<file path="src/scs_pkg.sv">
package scs_pkg;

   // Register indices; byte address is four times the index
   localparam logic [7:0] CLKSEL_IDX    = 8'h03;
   localparam logic [7:0] MISC_IDX      = 8'h08;
   localparam logic [7:0] XTAL_CTRL_IDX = 8'h0b;
   localparam logic [7:0] STATUS_IDX    = 8'h0c;

   // Reset values
   localparam logic [7:0] CLKSEL_RST    = 8'hf4;
   localparam logic [7:0] XTAL_CTRL_RST = 8'h00;
   localparam logic [7:0] MISC_RST      = 8'h00;

   // Field positions
   localparam int CLKSEL_FAST_EN  = 4;
   localparam int CLKSEL_SLOW_EN  = 2;
   localparam int XTAL_EN_BIT     = 7;
   localparam int XTAL_DRV_HI     = 6;
   localparam int XTAL_DRV_LO     = 5;
   localparam int MISC_LOWCUR_BIT = 6;
   localparam int MISC_WDT_BIT    = 1;

   // Source/divider key formed from clock select bits {7:5,3}
   localparam logic [3:0] KEY_FAST_DIV2  = 4'h2;
   localparam logic [3:0] KEY_FAST_DIV4  = 4'h0;
   localparam logic [3:0] KEY_FAST_DIV8  = 4'h3;
   localparam logic [3:0] KEY_FAST_DIV16 = 4'h1;
   localparam logic [3:0] KEY_FAST_DIV32 = 4'h7;
   localparam logic [3:0] KEY_SLOW       = 4'he;
   localparam logic [3:0] KEY_XTAL       = 4'ha;

   // Divide ratios
   localparam logic [5:0] DIV_1  = 6'h01;
   localparam logic [5:0] DIV_2  = 6'h02;
   localparam logic [5:0] DIV_4  = 6'h04;
   localparam logic [5:0] DIV_8  = 6'h08;
   localparam logic [5:0] DIV_16 = 6'h10;
   localparam logic [5:0] DIV_32 = 6'h20;

   // Boot calibration strap codes and the clock select they load
   localparam logic [2:0] BOOT_FAST_DIV2  = 3'h0;
   localparam logic [2:0] BOOT_FAST_DIV4  = 3'h1;
   localparam logic [2:0] BOOT_FAST_DIV8  = 3'h2;
   localparam logic [2:0] BOOT_FAST_DIV16 = 3'h3;
   localparam logic [2:0] BOOT_FAST_DIV32 = 3'h4;
   localparam logic [2:0] BOOT_SLOW       = 3'h5;
   localparam logic [7:0] SEL_FAST_DIV2   = 8'h34;
   localparam logic [7:0] SEL_FAST_DIV4   = 8'h14;
   localparam logic [7:0] SEL_FAST_DIV8   = 8'h3c;
   localparam logic [7:0] SEL_FAST_DIV16  = 8'h1c;
   localparam logic [7:0] SEL_FAST_DIV32  = 8'h7c;
   localparam logic [7:0] SEL_SLOW        = 8'he4;

   // Status register fields
   localparam int STAT_SRC_LO   = 0;
   localparam int STAT_DIV_LO   = 2;
   localparam int STAT_STOPPED  = 5;
   localparam int STAT_BOOTED   = 6;
   localparam int STAT_FAST_CAL = 7;

   typedef enum logic [1:0] {SRC_SLOW, SRC_FAST, SRC_XTAL} scs_src_t;

   function automatic logic [7:0] byte_addr(input logic [7:0] idx);
      byte_addr = {idx[5:0], 2'b00};
   endfunction

endpackage

</file>
<file path="src/scs_clock_ctrl.sv">
`timescale 1ns/1ps
module scs_clock_ctrl #(
   parameter int ADDR_W = 8
) (
   input  wire logic              CLOCK,            // 50 MHz system clock
   input  wire logic              RST,              // Asynchronous reset, active high
   input  wire logic              PSEL,             // APB select
   input  wire logic              PENABLE,          // APB access phase
   input  wire logic              PWRITE,           // APB direction
   input  wire logic [ADDR_W-1:0] PADDR,            // APB byte address
   input  wire logic [31:0]       PWDATA,           // APB write data
   input  wire logic [3:0]        PSTRB,            // APB byte strobes
   output logic                   PREADY,           // APB ready
   output logic [31:0]            PRDATA,           // APB read data
   output logic                   PSLVERR,          // APB error on unmapped address
   input  wire logic [2:0]        BOOT_OPT,         // Boot calibration strap
   input  wire logic              FAST_RC_CLK,      // Fast RC oscillator output
   input  wire logic              SLOW_RC_CLK,      // Slow RC oscillator output
   input  wire logic              XTAL_CLK,         // Crystal oscillator output
   output logic                   FAST_RC_EN,       // Fast RC oscillator enable
   output logic                   SLOW_RC_EN,       // Slow RC oscillator enable
   output logic                   XTAL_EN,          // Crystal oscillator enable
   output logic [1:0]             XTAL_DRIVE,       // Crystal drive strength
   output logic                   XTAL_LOW_CURRENT, // Crystal low-current mode
   output logic                   WDT_EN,           // Watchdog enable
   output logic                   FAST_RC_CAL,      // Fast RC calibration applied
   output logic [1:0]             SYS_SRC,          // Active system clock source
   output logic                   SYS_CLK_EN        // One pulse per system clock
);

   logic [7:0]  clksel_r;
   logic [7:0]  xtal_ctrl_r;
   logic [7:0]  misc_r;
   logic        wdt_r;
   logic        fast_cal_r;
   logic [2:0]  osc_s1_r;
   logic [2:0]  osc_s2_r;
   logic [2:0]  osc_prev_r;
   logic [2:0]  boot_opt_s1_r;
   logic [2:0]  boot_opt_s2_r;
   logic [4:0]  div_cnt_r;
   logic [4:0]  div_cnt_nxt;
   logic        restart_r;
   logic        pulse_nxt;
   logic        src_edge;
   logic        src_on;
   logic [5:0]  div_ratio;
   logic [2:0]  div_code;
   scs_pkg::scs_src_t src;
   logic [8:0]  sel_dec;
   logic        hit_clksel;
   logic        hit_xtal;
   logic        hit_misc;
   logic        hit_status;
   logic        mapped;
   logic        setup;
   logic        wr_en;
   logic [7:0]  rd_val;
   logic [7:0]  status;

   typedef enum logic [0:0] {BOOT_LOAD, BOOT_DONE} scs_boot_t;
   scs_boot_t boot_r;

   // Source and divider from the select value
   function automatic logic [8:0] decode_sel(input logic [7:0] sel);
      logic [3:0] key;
      key = {sel[7:5], sel[3]};
      case (key)
         scs_pkg::KEY_FAST_DIV2:  decode_sel = {3'h1, scs_pkg::DIV_2};
         scs_pkg::KEY_FAST_DIV4:  decode_sel = {3'h2, scs_pkg::DIV_4};
         scs_pkg::KEY_FAST_DIV8:  decode_sel = {3'h3, scs_pkg::DIV_8};
         scs_pkg::KEY_FAST_DIV16: decode_sel = {3'h4, scs_pkg::DIV_16};
         scs_pkg::KEY_FAST_DIV32: decode_sel = {3'h5, scs_pkg::DIV_32};
         scs_pkg::KEY_XTAL:       decode_sel = {3'h6, scs_pkg::DIV_1};
         default:                 decode_sel = {3'h0, scs_pkg::DIV_1};
      endcase
   endfunction

   assign sel_dec   = decode_sel(clksel_r);
   assign div_code  = sel_dec[8:6];
   assign div_ratio = sel_dec[5:0];

   always_comb begin
      case (div_code)
         3'h0:    src = scs_pkg::SRC_SLOW;
         3'h6:    src = scs_pkg::SRC_XTAL;
         default: src = scs_pkg::SRC_FAST;
      endcase
   end

   // APB decode
   assign hit_clksel = PADDR[7:0] == scs_pkg::byte_addr(scs_pkg::CLKSEL_IDX);
   assign hit_xtal   = PADDR[7:0] == scs_pkg::byte_addr(scs_pkg::XTAL_CTRL_IDX);
   assign hit_misc   = PADDR[7:0] == scs_pkg::byte_addr(scs_pkg::MISC_IDX);
   assign hit_status = PADDR[7:0] == scs_pkg::byte_addr(scs_pkg::STATUS_IDX);
   assign mapped     = hit_clksel | hit_xtal | hit_misc | hit_status;
   assign setup      = PSEL & ~PENABLE;
   assign wr_en      = PSEL & PENABLE & PWRITE & PREADY & ~PSLVERR & PSTRB[0];

   always_comb begin
      status = 8'h00;
      status[scs_pkg::STAT_SRC_LO +: 2] = 2'(src);
      status[scs_pkg::STAT_DIV_LO +: 3] = div_code;
      status[scs_pkg::STAT_STOPPED]     = ~src_on;
      status[scs_pkg::STAT_BOOTED]      = boot_r == BOOT_DONE;
      status[scs_pkg::STAT_FAST_CAL]    = fast_cal_r;
   end

   always_comb begin
      rd_val = 8'h00;
      if (hit_clksel) begin
         rd_val = clksel_r;
      end else if (hit_xtal) begin
         rd_val = xtal_ctrl_r;
      end else if (hit_misc) begin
         rd_val = misc_r;
      end else if (hit_status) begin
         rd_val = status;
      end
   end

   // Zero-wait answer prepared in the setup cycle
   always_ff @(posedge CLOCK or posedge RST) begin
      if (RST) begin
         PREADY  <= 1'b0;
         PSLVERR <= 1'b0;
         PRDATA  <= 32'h0000_0000;
      end else begin
         PREADY  <= setup;
         PSLVERR <= setup & ~mapped;
         if (setup & ~PWRITE) begin
            PRDATA <= {24'h00_0000, rd_val};
         end
      end
   end

   // Strap pin is foreign to CLOCK; unreset so it is settled when reset lifts
   always_ff @(posedge CLOCK) begin
      boot_opt_s1_r <= BOOT_OPT;
      boot_opt_s2_r <= boot_opt_s1_r;
   end

   // Boot: strap captured once after reset release
   always_ff @(posedge CLOCK or posedge RST) begin
      if (RST) begin
         boot_r <= BOOT_LOAD;
      end else begin
         case (boot_r)
            BOOT_LOAD: boot_r <= BOOT_DONE;
            BOOT_DONE: boot_r <= BOOT_DONE;
            default:   boot_r <= BOOT_DONE;
         endcase
      end
   end

   // Clock select register
   always_ff @(posedge CLOCK or posedge RST) begin
      if (RST) begin
         clksel_r <= scs_pkg::CLKSEL_RST;
      end else if (boot_r == BOOT_LOAD) begin
         case (boot_opt_s2_r)
            scs_pkg::BOOT_FAST_DIV2:  clksel_r <= scs_pkg::SEL_FAST_DIV2;
            scs_pkg::BOOT_FAST_DIV4:  clksel_r <= scs_pkg::SEL_FAST_DIV4;
            scs_pkg::BOOT_FAST_DIV8:  clksel_r <= scs_pkg::SEL_FAST_DIV8;
            scs_pkg::BOOT_FAST_DIV16: clksel_r <= scs_pkg::SEL_FAST_DIV16;
            scs_pkg::BOOT_FAST_DIV32: clksel_r <= scs_pkg::SEL_FAST_DIV32;
            scs_pkg::BOOT_SLOW:       clksel_r <= scs_pkg::SEL_SLOW;
            default:                  clksel_r <= clksel_r;
         endcase
      end else if (wr_en & hit_clksel) begin
         // A write with PSTRB[0] set takes effect at once
         clksel_r <= PWDATA[7:0];
      end
   end

   // Fast RC held off until calibrated or software writes the select
   always_ff @(posedge CLOCK or posedge RST) begin
      if (RST) begin
         fast_cal_r <= 1'b0;
      end else if (boot_r == BOOT_LOAD) begin
         // Uncalibrated boot keeps fast RC off
         fast_cal_r <= (boot_opt_s2_r <= scs_pkg::BOOT_SLOW);
      end else if (wr_en & hit_clksel) begin
         fast_cal_r <= 1'b1;
      end
   end

   // Watchdog enable
   always_ff @(posedge CLOCK or posedge RST) begin
      if (RST) begin
         wdt_r <= 1'b1;
      end else if (boot_r == BOOT_LOAD) begin
         wdt_r <= (boot_opt_s2_r >= scs_pkg::BOOT_SLOW);
      end else if (wr_en & hit_misc) begin
         wdt_r <= PWDATA[scs_pkg::MISC_WDT_BIT];
      end
   end

   // Crystal control and misc registers
   always_ff @(posedge CLOCK or posedge RST) begin
      if (RST) begin
         xtal_ctrl_r <= scs_pkg::XTAL_CTRL_RST;
         misc_r      <= scs_pkg::MISC_RST;
      end else begin
         if (wr_en & hit_xtal) begin
            xtal_ctrl_r <= PWDATA[7:0];
         end
         if (wr_en & hit_misc) begin
            misc_r <= PWDATA[7:0];
         end
      end
   end

   // Oscillator controls
   always_ff @(posedge CLOCK or posedge RST) begin
      if (RST) begin
         FAST_RC_EN       <= 1'b0;
         SLOW_RC_EN       <= 1'b1;
         XTAL_EN          <= 1'b0;
         XTAL_DRIVE       <= 2'b00;
         XTAL_LOW_CURRENT <= 1'b0;
         WDT_EN           <= 1'b1;
         FAST_RC_CAL      <= 1'b0;
         SYS_SRC          <= 2'(scs_pkg::SRC_SLOW);
      end else begin
         FAST_RC_EN       <= clksel_r[scs_pkg::CLKSEL_FAST_EN] & fast_cal_r;
         SLOW_RC_EN       <= clksel_r[scs_pkg::CLKSEL_SLOW_EN];
         XTAL_EN          <= xtal_ctrl_r[scs_pkg::XTAL_EN_BIT];
         XTAL_DRIVE       <= xtal_ctrl_r[scs_pkg::XTAL_DRV_HI:scs_pkg::XTAL_DRV_LO];
         // Low current only while crystal runs
         XTAL_LOW_CURRENT <= misc_r[scs_pkg::MISC_LOWCUR_BIT]
                             & xtal_ctrl_r[scs_pkg::XTAL_EN_BIT];
         WDT_EN           <= wdt_r;
         FAST_RC_CAL      <= fast_cal_r;
         // Selected source regardless of fast enable
         SYS_SRC          <= 2'(src);
      end
   end

   // Oscillator outputs are foreign to CLOCK
   always_ff @(posedge CLOCK or posedge RST) begin
      if (RST) begin
         osc_s1_r   <= 3'b000;
         osc_s2_r   <= 3'b000;
         osc_prev_r <= 3'b000;
      end else begin
         osc_s1_r   <= {XTAL_CLK, FAST_RC_CLK, SLOW_RC_CLK};
         osc_s2_r   <= osc_s1_r;
         osc_prev_r <= osc_s2_r;
      end
   end

   // Rising edge and enable of the selected oscillator
   always_comb begin
      case (src)
         scs_pkg::SRC_FAST: begin
            src_edge = osc_s2_r[1] & ~osc_prev_r[1];
            src_on   = clksel_r[scs_pkg::CLKSEL_FAST_EN] & fast_cal_r;
         end
         scs_pkg::SRC_XTAL: begin
            src_edge = osc_s2_r[2] & ~osc_prev_r[2];
            src_on   = xtal_ctrl_r[scs_pkg::XTAL_EN_BIT];
         end
         default: begin
            src_edge = osc_s2_r[0] & ~osc_prev_r[0];
            src_on   = clksel_r[scs_pkg::CLKSEL_SLOW_EN];
         end
      endcase
   end

   // A stopped selected source simply yields no clock pulses
   always_comb begin
      div_cnt_nxt = div_cnt_r;
      pulse_nxt   = 1'b0;
      if (restart_r) begin
         div_cnt_nxt = 5'h00;
      end else if (src_edge & src_on) begin
         if (div_cnt_r == 5'(div_ratio - 6'h01)) begin
            div_cnt_nxt = 5'h00;
            pulse_nxt   = 1'b1;
         end else begin
            div_cnt_nxt = div_cnt_r + 5'h01;
         end
      end
   end

   // Divider restarts on every select write with PSTRB[0] set
   always_ff @(posedge CLOCK or posedge RST) begin
      if (RST) begin
         restart_r  <= 1'b0;
         div_cnt_r  <= 5'h00;
         SYS_CLK_EN <= 1'b0;
      end else begin
         restart_r  <= wr_en & hit_clksel;
         div_cnt_r  <= div_cnt_nxt;
         SYS_CLK_EN <= pulse_nxt;
      end
   end

endmodule

</file>
<file path="config.mk">
export PLATFORM = sky130hd
export DESIGN_NAME = scs_clock_ctrl
export DESIGN_NICKNAME = d
export VERILOG_FILES = /design/src/scs_pkg.sv /design/src/scs_clock_ctrl.sv
export SDC_FILE = /design/constraint.sdc
export NUM_CORES = 1
export LEC_CHECK = 0
export BUFFER_PORTS_ARGS = -buffer_cell sky130_fd_sc_hd__buf_2
export CAP_MARGIN = 20
export CELL_PAD_IN_SITES_DETAIL_PLACEMENT = 1
export CELL_PAD_IN_SITES_GLOBAL_PLACEMENT = 1
export CORE_ASPECT_RATIO = 1.75
export CORE_MARGIN = 3
export CORE_UTILIZATION = 40
export CTS_BUF_LIST = sky130_fd_sc_hd__clkbuf_4 sky130_fd_sc_hd__clkbuf_8
export CTS_CLUSTER_SIZE = 24
export DETAILED_ROUTE_END_ITERATION = 12
export PLACE_DENSITY = 0.78
export REMOVE_ABC_BUFFERS = 1
export SLEW_MARGIN = 20
export SYNTH_ARGS = -nofsm -noshare
export SYNTH_HDL_FRONTEND = slang
export SYNTH_SLANG_ARGS = --single-unit
export TNS_END_PERCENT = 10
</file>
<file path="constraint.sdc">
create_clock -name CLOCK -period 3.1 [get_ports CLOCK]
set_input_delay 0.465 -clock CLOCK [delete_from_list [all_inputs] [get_ports CLOCK]]
set_output_delay 0.465 -clock CLOCK [all_outputs]
set_load 0.005 [all_outputs]
</file>
# Word-level counts from Yosys, hierarchy flattened
# Index checks and enable logic that the tools add are counted.
word_totals:
  ff_bits: 69
  latchBits: 0
  ramBits: 0
  romBits: 0
  inputBits: 55
  out_inout_bits: 45
  word_cells: 104
  memories: 0
op_classes:
  n_addsub: 2
  multipliers: 0
  n_div: 0
  order_cmp: 2
  eq_ne: 20
  n_shift: 0
  n_mux: 21
  bitwise: 28
  reduce_logical: 6
ops:
  columns: ["op", "n"]
  rows:
  - ["one-hot mux 9 bit (6 select lines)", 1]
  - ["two-way mux 8 bit", 6]
  - ["one-hot mux 8 bit (6 select lines)", 1]
  - ["equality test 8 x 6 -> 1 bit (second input constant)", 3]
  - ["AND 1 bit", 17]
  - ["two-way mux 5 bit", 3]
  - ["equality test 3 bit (second input constant)", 3]
  - ["equality test 4 x 2 -> 1 bit (second input constant)", 2]
  - ["equality test 8 x 4 -> 1 bit (second input constant)", 1]
  - ["NOT 1 bit", 8]
  - ["two-way mux 1 bit", 7]
  - ["nonzero test 7 bit", 1]
  - ["equality test 3 x 2 -> 1 bit (second input constant)", 2]
  - ["logical NOT 3 bit", 2]
  - ["adder 5 x 1 -> 5 bit (second input constant)", 1]
  - ["equality test 5 bit", 1]
  - ["subtractor 5 x 1 -> 5 bit (second input constant)", 1]
  - ["equality test 4 x 1 -> 1 bit (second input constant)", 1]
  - ["equality test 4 x 3 -> 1 bit (second input constant)", 1]
  - ["equality test 4 bit (second input constant)", 1]
  - ["logical NOT 4 bit", 1]
  - ["inequality test 2 x 1 -> 1 bit (second input constant)", 2]
  - ["one-hot mux 1 bit (2 select lines)", 2]
  - ["one-hot mux 2 bit (2 select lines)", 1]
  - ["8 further kinds", 10]

# Depth between registers and ports, before layout
# Gate-level depths: netlist of run 1.
depth:
  ltp_word: 11
  ltp_mapped: 10
  ltp_nobuf: 9

# Worst setup path after synthesis of run 1
# No wires, ideal clock.
synth_path:
  path_kind: "register to register"
  start: "register clksel_r[5]"
  end: "register div_cnt_r[4]"
  arrival_time_ps: 2409
  setup_slack_ps: 567
  stages_incl_launch_ff: 10
  n_path_buf: 1
  path_cell_list: "dfstp_2 > buf_6 > nor3b_4 > nand2_1 > ha_1 > a21boi_0 > or3_1 > a221oi_4 > nor3_1 > a211o_1"
synth_between:
  elab_chain_cells: 8
synth_rtl:
  columns: ["element", "line", "source"]
  rows:
  - ["start, declared", "scs_clock_ctrl.sv:31", "logic [7:0] clksel_r;"]
  - ["start signal, assigned", "scs_clock_ctrl.sv:159", "clksel_r <= scs_pkg::CLKSEL_RST;"]
  - ["start signal, assigned", "scs_clock_ctrl.sv:162", "scs_pkg::BOOT_FAST_DIV2: clksel_r <= scs_pkg::SEL_FAST_DIV2;"]
  - ["start signal, assigned", "scs_clock_ctrl.sv:163", "scs_pkg::BOOT_FAST_DIV4: clksel_r <= scs_pkg::SEL_FAST_DIV4;"]
  - ["equality test 4 bit, or another cell as far along", "scs_clock_ctrl.sv:68", "case (key)"]
  - ["one-hot mux 9 bit (6 select lines) *", "scs_clock_ctrl.sv:68", null]
  - ["parallel branches: the longest is 6 deep, another holds subtractor 5 x 1 -> 5 bit", null, null]
  - ["end signal, assigned", "scs_clock_ctrl.sv:295", "div_cnt_r <= div_cnt_nxt;"]
  - ["end, declared", "scs_clock_ctrl.sv:41", "logic [4:0] div_cnt_r;"]
# Every way passes the cells marked *. The select of a mux whose other input is x is not followed.
# A chain may end at the register's enable or synchronous reset.

# Worst setup path after layout of run 1
# Ends and elaborated chain as after synthesis.

==> impl_metrics.csv, run 1 <==
group,metric,value,unit
worst_setup_path,cp_data_arrival_time,3110,ps
pwr,pwr-share-comb,12.8,%
place,io_buffers,48,
pwr,p_total,2.060,mW
layout,drive_gt1_share,27.79,%
worst_setup_path,worst-path-max-fanout,12,
synthesis,synthTopCellsByArea,"dfrtp_1 41%, dfstp_2 6.3%, buf_4 5.6%",
clocking,cts_sinks,69,
detailed_routing,routed_wl,8041,µm
die,die_h,126.7,µm
detailed_routing,avgViaCountPerCell,5.361,
pwr,sequentialPowerShare,49.0,%
place,place_congestion,0.8189,
sta,finalClockSkew,10.51,ps
worst_setup_path,cp_cell_sequence,"nor3b_4, nand2_1, ha_1, a21boi_0, or3_1, a221oi_4, nor3_1, a211o_1",
die,design.core.area,8016,µm²
sta,finalSetupViolations,0,
grt,antenna_found_initial,0,
grt,overflow,0,
synthesis,synth_common_cells,"55 x dfrtp_1, 30 x nand2_1, 25 x buf_4",
synthesis,synth_xor_area_share,1.052,%
sta,fin_crit_sh,92.57,%
worst_setup_path,worstPathRequired,3340,ps
pwr,internal_power,1.509,mW
layout,final_nets,419,
synthesis,synth_edf_count,0,
die,io_pins,100,
clocking,clockRootBuffer,"clkbuf_8",
synthesis,synth_cells,316,
detailed_routing,vias,2450,
layout,register_area,1707,µm²
clocking,cts_resized,0,
die,rows,43,
clocking,cts_buffers,9,
pwr,leakagePower,1.787,nW
clocking,path_clk_slew,80,ps
sta,hold_viol,0,
clocking,clk_path_buf_depth,2,
detailed_routing,drt_iter0_markers,120,
sta,drv_slew,0,
synthesis,synth_top_family_by_area,"simple AND/OR/NAND/NOR gates",
synthesis,syn_avg_cell_area,10.54,µm²
clocking,cts_hold_buffers,0,
layout,n_antenna_cell,0,
worst_setup_path,crit_type,"flip-flop to flip-flop",
synthesis,synth_cell_types,65,
synthesis,ys_ff_latch,69,
min_path,hp-class,"primary input to async pin",
pwr,switching_share,26.75,%
die,start_util,41.55,%
layout,final_cells,457,
synthesis,ys.flop_type,"dfrtp_1",
grt,grt_pass1_vias,2529,
sta,worstMarginPinSlew,643.0,ps
run,max-cap-violations,0,
layout,area_delta_synth_final,12.58,%
worst_setup_path,start_kind,"flip-flop",
clocking,htreeDepth,3,
sta,slew_headroom,56.78,%
synthesis,synth.cell_area,3331,µm²
grt,grt_pass1_wl,12700,µm
pwr,p_per_area,549.3,nW/µm²
layout,nFillCells,910,
synthesis,ys_warn_count,0,
synthesis,synth.area.mux_share,5.372,%
sta,tns,0,ps
synthesis,synth_compound_area_share,15.14,%
place,placed_cells,441,
clocking,cts_setup_buffers,0,
synthesis,ys_async_sr_fraction,91.30,%
worst_setup_path,cpPeakStageDelay,670,ps
sta,rsz0062_at_grt,"false",
detailed_routing,drtAntennaViolNets,0,
detailed_routing,dr.pass1.iters,4,
run_status,outcome,"finished, final reports clean",
synthesis,synthMostInstantiatedCell,"dfrtp_1",
sta,fin_crit,2870,ps
synthesis,ys_seq_area_share,51.24,%
place,dp_hpwl,6105,µm
clocking,clk-insertion-delay-late,360,ps
pwr,irDropWorstVdd,0.4287,mV
synthesis,yosys.area.top_type,"dfrtp_1",
die,dieArea,9501,µm²
die,die_x,74.98,µm
pwr,clockPowerShare,38.1,%
synthesis,synth_simple_gate_area_share,17.36,%
grt,grt_max_degree,41,
sta,fmaxAchievable,348.5,MHz
detailed_routing,remaining_drc_errors,0,
synthesis,yosysTopAreaCellShare,41.32,%
pwr,p_switching,0.5509,mW
synthesis,synthAdderAreaFrac,0.7513,%
layout,multi_input_area,1415,µm²
worst_setup_path,crit_slowest_cell,"dfstp_2",
grt,grt_use_total,18.30,%
clocking,cts_tree,"done",
worst_setup_path,cp-end-kind,"flip-flop",
worst_setup_path,ff2ff_setup_slack,230,ps
detailed_routing,wl_per_cell,17.60,µm
==> cells in the final DEF, fill, tap and decap left out, drive strengths merged, types with 8 or more instances in the layout <==
cell and n:
a21oi 24, buf 51, clkbuf 13, conb 25
dfrtp 55, dfstp 8, inv 10, mux2 15
nand2 30, nand2b 8, nor2 16, o21ai 14
==> cells by family (layout without fill, tap and decap cells) <==
| family | Yosys count | in the layout |
|---|---|---|
| simple gates | 101 | 101 |
| compound gates | 73 | 73 |
| flops | 69 | 69 |
| fa+ha+maj | 2 | 2 |
| mux | 16 | 16 |
| buf+inv | 49 | 77 |
| other cells | 2 | 25 |
| xor+xnor | 4 | 4 |
==> critical path, delay by kind of cell, from the launching register on <==
kind	cells	cell delay, ps
simple gates	4	960
fa+ha+maj	1	250
flops	1	670
compound gates	3	860
==> through the flow <==
step	utilization, %	area, µm²	hold slack (ps)	setup slack, ps
after global placement	44.09	3535	310.7	327.1
after floorplan	-	3159	309.6	586.8
after CTS	46.78	3750	132.1	249.4
after global routing	46.78	3750	161.0	88.15
final	46.78	3750	125.8	230.2
after detailed placement	44.09	3535	314.6	289.8
==> per-layer routing <==
metal | track usage, % | up-vias | part of all wire (%)
li1 | - | 1158 | -
met5 | 0 | - | 0
met2 | 32.58 | 56 | 56
met4 | 8.071 | 0 | 2.5
met1 | 19.12 | 1217 | 37
met3 | 5.234 | 19 | 3.9
==> power by group through the flow <==
| stage | sequential [mW] | clock, mW | combinational [mW] |
|---|---|---|---|
| floorplan | 1.02 | 0 | 0.169 |
| global placement | 1.03 | 0 | 0.257 |
| detailed placement | 1.03 | 0 | 0.265 |
| CTS | 1.01 | 0.808 | 0.267 |
| global route | 1.02 | 0.842 | 0.301 |
| finish | 1.01 | 0.785 | 0.265 |
==> layout make-up <==
cell class	instances	share of cell area, %
flip-flops and latches	69	45.51
multi-input cells	221	37.74
repair buffers	51	7.007
clock buffers	13	4.605
well taps	90	3.003
clock inverters	3	1.134
inverters	10	1.001
==> final timing paths <==
kind                                       endpoint  cells past startpoint                startpoint
max                        div_cnt_r[4]$_DFFE_PP0P_                      8   clksel_r[5]$_DFFE_PP1P_
min                           PRDATA[7]$_DFFE_PP0P_                      2                       RST
max reg2reg                div_cnt_r[4]$_DFFE_PP0P_                      8   clksel_r[5]$_DFFE_PP1P_
min reg2reg                boot_opt_s2_r[2]$_DFF_P_                      0  boot_opt_s1_r[2]$_DFF_P_
max in group asynchronous          WDT_EN$_DFF_PP1_                      3                       RST
min in group CLOCK         boot_opt_s1_r[2]$_DFF_P_                      1               BOOT_OPT[2]
==> flip-flops by register name, indices dropped and copies added (netlist names), 3 cells and up <==
name	count
boot_opt_s1_r	3
clksel_r	8
osc_s1_r	3
osc_prev_r	3
div_cnt_r	5
misc_r	8
PRDATA	8
osc_s2_r	3
xtal_ctrl_r	8
boot_opt_s2_r	3
Power figures use the tool's default switching activity.
==> inputs of run 2 (changes only) <==
- REMOVE_ABC_BUFFERS: 1 -> unset
==> impl_metrics.csv, run 2 (synthesis gave the netlist of run 1 again) <==
group,metric,value,unit
run_status,outcome,"finished, final reports clean",
die,die_x,74.98,µm
die,design.core.area,8016,µm²
place,dp_hpwl,6249,µm
layout,final_nets,419,
layout,nFillCells,917,
place,io_buffers,48,
grt,grt_use_total,18.36,%
detailed_routing,remaining_drc_errors,0,
detailed_routing,drt_iter0_markers,114,
detailed_routing,routed_wl,8020,µm
grt,grt_max_degree,36,
detailed_routing,wl_per_cell,17.55,µm
detailed_routing,avgViaCountPerCell,5.468,
grt,grt_pass1_vias,2611,
grt,antenna_found_initial,0,
clocking,path_clk_slew,80,ps
sta,finalClockSkew,13.28,ps
place,placed_cells,441,
worst_setup_path,ff2ff_setup_slack,270,ps
sta,tns,0,ps
place,place_congestion,0.8191,
layout,area_delta_synth_final,11.42,%
pwr,irDropWorstVdd,0.3781,mV
worst_setup_path,ff2ff_path_depth,8,
die,rows,43,
worst_setup_path,cp-end-kind,"flip-flop",
sta,drv_slew,0,
run,max-cap-violations,0,
worst_setup_path,crit_type,"flip-flop to flip-flop",
layout,drive_gt1_share,27.79,%
worst_setup_path,cp_data_arrival_time,3070,ps
die,dieArea,9501,µm²
clocking,cts_setup_buffers,0,
clocking,cts_tree,"done",
detailed_routing,dr.pass1.iters,4,
grt,overflow,0,
clocking,cts_buffers,9,
sta,fin_crit,2830,ps
detailed_routing,drtAntennaViolNets,0,
detailed_routing,vias,2499,
clocking,cts_sinks,69,
sta,worstMarginPinSlew,638.8,ps
layout,final_common_cell,"dfrtp_1",
die,io_pins,100,
die,die_h,126.7,µm
layout,n_antenna_cell,0,
clocking,cts_hold_buffers,0,
pwr,leakagePower,1.766,nW
grt,grt_pass1_wl,12970,µm
clocking,clockRootBuffer,"clkbuf_8",
sta,slew_headroom,57.35,%
die,start_util,41.55,%
layout,final_cells,457,
sta,finalSetupViolations,0,
sta,hold_viol,0,
sta,fin_crit_sh,91.30,%
sta,holdWs,194.1,ps
clocking,htreeDepth,3,
clocking,clk-insertion-delay-late,350,ps
min_path,hp-class,"primary input to async pin",
pwr,p_per_area,518.9,nW/µm²
worst_setup_path,start_kind,"flip-flop",
worst_setup_path,worstPathRequired,3340,ps
layout,final_cell_mix,"55 x dfrtp_1, 48 x buf_2, 30 x nand2_1",
clocking,cts_resized,0,
worst_setup_path,worst-path-max-fanout,12,
sta,rsz0062_at_grt,"false",
sta,fmaxAchievable,353.3,MHz
clocking,clk_path_buf_depth,2,
## run 2: critical path: stages, from the launching register on
cell and delay [ps]:
dfstp_2 670, nor3b_4 330, nand2_1 100, ha_1 250, a21boi_0 150, or3_1 400, a221oi_4 430, nor2_2 80
a221o_1 300
## run 2: layer usage
metal	wire (µm)	part of all wire [%]	track usage, %	vias up
met4	308	3.8	9.539	0
met5	0	0	0	-
met2	4513	56	32.89	56
met1	2897	36	18.88	1264
li1	-	-	-	1161
met3	301	3.8	4.282	18
## run 2: area by class of cell
class,instances,area [µm²],area share [%]
tap,90,112.6,3.034
sequential,69,1707,45.99
clock buffer,10,137.6,3.709
multi-input combinational,221,1415,38.13
clock inverter,6,38.79,1.045
inverter,10,37.54,1.011
timing repair buffer,51,262.8,7.080
## run 2: stage by stage
stage               instance area [µm²]  utilization (%)  power [mW]  setup WS (ps)
finish                             3711            46.29       1.926          269.8
global route                       3711            46.29       2.036          99.88
CTS                                3711            46.29       1.950          252.7
detailed placement                 3535            44.09       1.297          261.4
global placement                   3535            44.09       1.280          320.7
floorplan                          3417                -       1.226          567.1
## run 2: where the power goes
group / switching [mW] / internal [mW]
Combinational: 0.150 / 0.108
Sequential: 0.0632 / 0.955
Clock: 0.341 / 0.308
## run 2: worst paths after layout
| kind | from | to |
|---|---|---|
| worst min-delay path | RST | osc_s2_r[2]$_DFF_PP0_ |
| min in group CLOCK | BOOT_OPT[1] | boot_opt_s1_r[1]$_DFF_P_ |
| worst max-delay path | clksel_r[5]$_DFFE_PP1P_ | div_cnt_r[2]$_DFFE_PP0P_ |
| worst max register to register | clksel_r[5]$_DFFE_PP1P_ | div_cnt_r[2]$_DFFE_PP0P_ |
| worst min register to register | boot_opt_s1_r[1]$_DFF_P_ | boot_opt_s2_r[1]$_DFF_P_ |
| max in group asynchronous | RST | clksel_r[4]$_DFFE_PP1P_ |
==> inputs of run 3 (changes only) <==
- ABC_AREA: unset -> 1
- CORE_UTILIZATION: 40 -> 39
==> impl_metrics.csv, run 3 <==
group,metric,value,unit
layout,drive_gt1_share,30.32,%
min_path,hp-class,"primary input to async pin",
grt,grt_pass1_vias,2756,
pwr,leakagePower,2.006,nW
grt,grt_pass1_wl,13460,µm
sta,rsz0062_at_grt,"false",
detailed_routing,drt_iter0_markers,69,
sta,finalSetupViolations,0,
place,place_congestion,0.8205,
worst_setup_path,crit_type,"flip-flop to flip-flop",
place,placed_cells,531,
detailed_routing,remaining_drc_errors,0,
pwr,clockPowerShare,36.1,%
layout,final_cells,547,
synthesis,synth.cell_area,3367,µm²
die,dieArea,9828,µm²
pwr,sequentialPowerShare,46.9,%
synthesis,synth_cell_types,39,
die,die_h,128.9,µm
layout,design_area,3850,µm²
clocking,cts_sinks,69,
die,die_x,76.24,µm
sta,hold_viol,0,
sta,finalClockSkew,5.495,ps
run_status,outcome,"finished, final reports clean",
synthesis,yosysTopAreaCellShare,40.88,%
pwr,internal_power,1.556,mW
clocking,htreeDepth,3,
sta,tns,0,ps
worst_setup_path,ff2ff_setup_slack,1040,ps
layout,final_cell_mix,"84 x nand2_1, 55 x dfrtp_1, 48 x buf_2",
run,max-cap-violations,0,
synthesis,yosys.area.top_type,"dfrtp_1",
detailed_routing,drtAntennaViolNets,0,
detailed_routing,dr.pass1.iters,4,
worst_setup_path,crit_start,"clksel_r[5]$_DFFE_PP1P_",
sta,fin_crit_sh,66.50,%
layout,n_antenna_cell,0,
place,placed_area,3636,µm²
sta,worstMarginPinSlew,595.1,ps
pwr,switching_share,29.00,%
clocking,clk_path_buf_depth,2,
detailed_routing,routed_wl,8203,µm
layout,area_delta_synth_final,14.34,%
place,io_buffers,48,
detailed_routing,vias,2551,
detailed_routing,avgViaCountPerCell,4.664,
synthesis,ys_warn_count,0,
sta,holdWs,168.6,ps
place,dp_hpwl,6476,µm
grt,grt_max_degree,28,
synthesis,ys_ff_latch,69,
clocking,cts_tree,"done",
synthesis,synth_edf_count,0,
clocking,path_clk_slew,70,ps
clocking,clockRootBuffer,"clkbuf_8",
worst_setup_path,cp-end-kind,"flip-flop",
pwr,p_per_area,569.2,nW/µm²
worst_setup_path,start_kind,"flip-flop",
clocking,cts_hold_buffers,0,
die,rows,44,
sta,fin_crit,2061,ps
pwr,p_switching,0.6356,mW
synthesis,synthMostInstantiatedCell,"nand2_1",
die,start_util,40.24,%
synthesis,synthTopCellsByArea,"dfrtp_1 41%, nand2_1 9.4%, dfstp_2 6.2%",
synthesis,ys.flop_type,"dfrtp_1",
synthesis,ys_async_sr_fraction,91.30,%
sta,fmaxAchievable,485.1,MHz
die,io_pins,100,
worst_setup_path,endpoint,"div_cnt_r[4]$_DFFE_PP0P_",
detailed_routing,wl_per_cell,15.00,µm
grt,antenna_found_initial,0,
worst_setup_path,worst-path-max-fanout,6,
worst_setup_path,worstPathRequired,3350,ps
worst_setup_path,r2r-end,"div_cnt_r[4]$_DFFE_PP0P_",
worst_setup_path,ff2ff_path_depth,12,
die,design.core.area,8368,µm²
layout,nFillCells,1049,
layout,final_common_cell,"nand2_1",
pwr,pwr-share-comb,17.0,%
pwr,irDropWorstVdd,0.3536,mV
synthesis,syn_avg_cell_area,9.051,µm²
clocking,cts_setup_buffers,0,
synthesis,ys_seq_area_share,50.69,%
worst_setup_path,cp_data_arrival_time,2320,ps
clocking,clk-insertion-delay-late,360,ps
synthesis,synth_common_cells,"84 x nand2_1, 55 x dfrtp_1, 34 x inv_1",
grt,grt_use_total,17.82,%
clocking,cts_resized,0,
sta,slew_headroom,60.27,%
clocking,cts_buffers,9,
synthesis,synth_cells,372,
layout,final_nets,484,
sta,drv_slew,0,
grt,overflow,0,
worst_setup_path,r2r-start,"clksel_r[5]$_DFFE_PP1P_",
run 3: cell types whose count changed after synthesis, sizes merged, moves of 6 or more:
cell,previous run,this run
a21oi,24,12
mux2,15,2
nand2b,8,0
nand2,30,100
clkbuf,10,1
nor2,16,29
inv,10,43
a211oi,6,0
nand3,6,33
o21ai,14,31
run 3: per-stage QoR:
step                utilization, %  total power [mW]  setup slack (ps)
floorplan                        -             1.335              1078
global placement             43.45             1.406              1104
detailed placement           43.45             1.423              1022
CTS                          46.01             2.222              1010
global route                 46.01             2.314             837.8
finish                       46.01             2.191              1039
run 3: final cells by class:
class	count	area, µm²	share of cell area (%)
sequential	69	1707	44.33
multi-input combinational	252	1356	35.23
timing repair buffer	50	255.2	6.630
inverter	45	173.9	4.517
tap	115	143.9	3.737
clock buffer	9	123.9	3.217
clock inverter	7	90.09	2.340
run 3: worst min-delay path by stage:
stage,endpoint,start,depth (start not counted)
floorplan,boot_opt_s2_r[0]$_DFF_P_,boot_opt_s1_r[0]$_DFF_P_,0
finish,PRDATA[2]$_DFFE_PP0P_,RST,2
CTS,osc_s1_r[0]$_DFF_PP0_,RST,2
global route,boot_opt_s1_r[0]$_DFF_P_,BOOT_OPT[0],1
detailed placement,boot_opt_s2_r[0]$_DFF_P_,boot_opt_s1_r[0]$_DFF_P_,0
global placement,boot_opt_s2_r[0]$_DFF_P_,boot_opt_s1_r[0]$_DFF_P_,0
run 3: logic make-up after synthesis:
kind of cell | share of synthesized area [%]
flops | 50.69
fa+ha+maj | 0.7431
compound gates | 8.807
other cells | 0.2230
xor+xnor | 1.301
buf+inv | 11.59
simple gates | 25.98
mux | 0.6688
run 3: power by group through the flow:
stage	registers [mW]	logic (mW)	clock network, mW
6_report	1.03	0.373	0.790
5_1_grt	1.04	0.425	0.849
4_1_cts	1.03	0.380	0.814
3_5_place_dp	1.05	0.377	0
3_3_place_gp	1.04	0.365	0
2_1_floorplan	1.03	0.305	0
run 3: metal layers:
| layer | part of all wire, % | routed length (µm) | GRT usage, % | vias up |
|---|---|---|---|---|
| met3 | 3.6 | 295 | 3.782 | 19 |
| met5 | 0 | 0 | 0 | - |
| met4 | 3.0 | 242 | 8.751 | 0 |
| met2 | 58 | 4744 | 35.10 | 56 |
| met1 | 36 | 2921 | 17.28 | 1241 |
| li1 | - | - | - | 1235 |
run 3: worst max-delay path, cell delays in order, from the launching register on:
cell	delay [ps]
dfstp_2	580
inv_2	80
nor2_4	130
nand2_1	100
ha_1	260
xnor2_1	190
nand2_1	70
inv_1	60
nor2_1	30
nor2_1	120
nand3_2	140
nand3_1	130
nand2_1	50
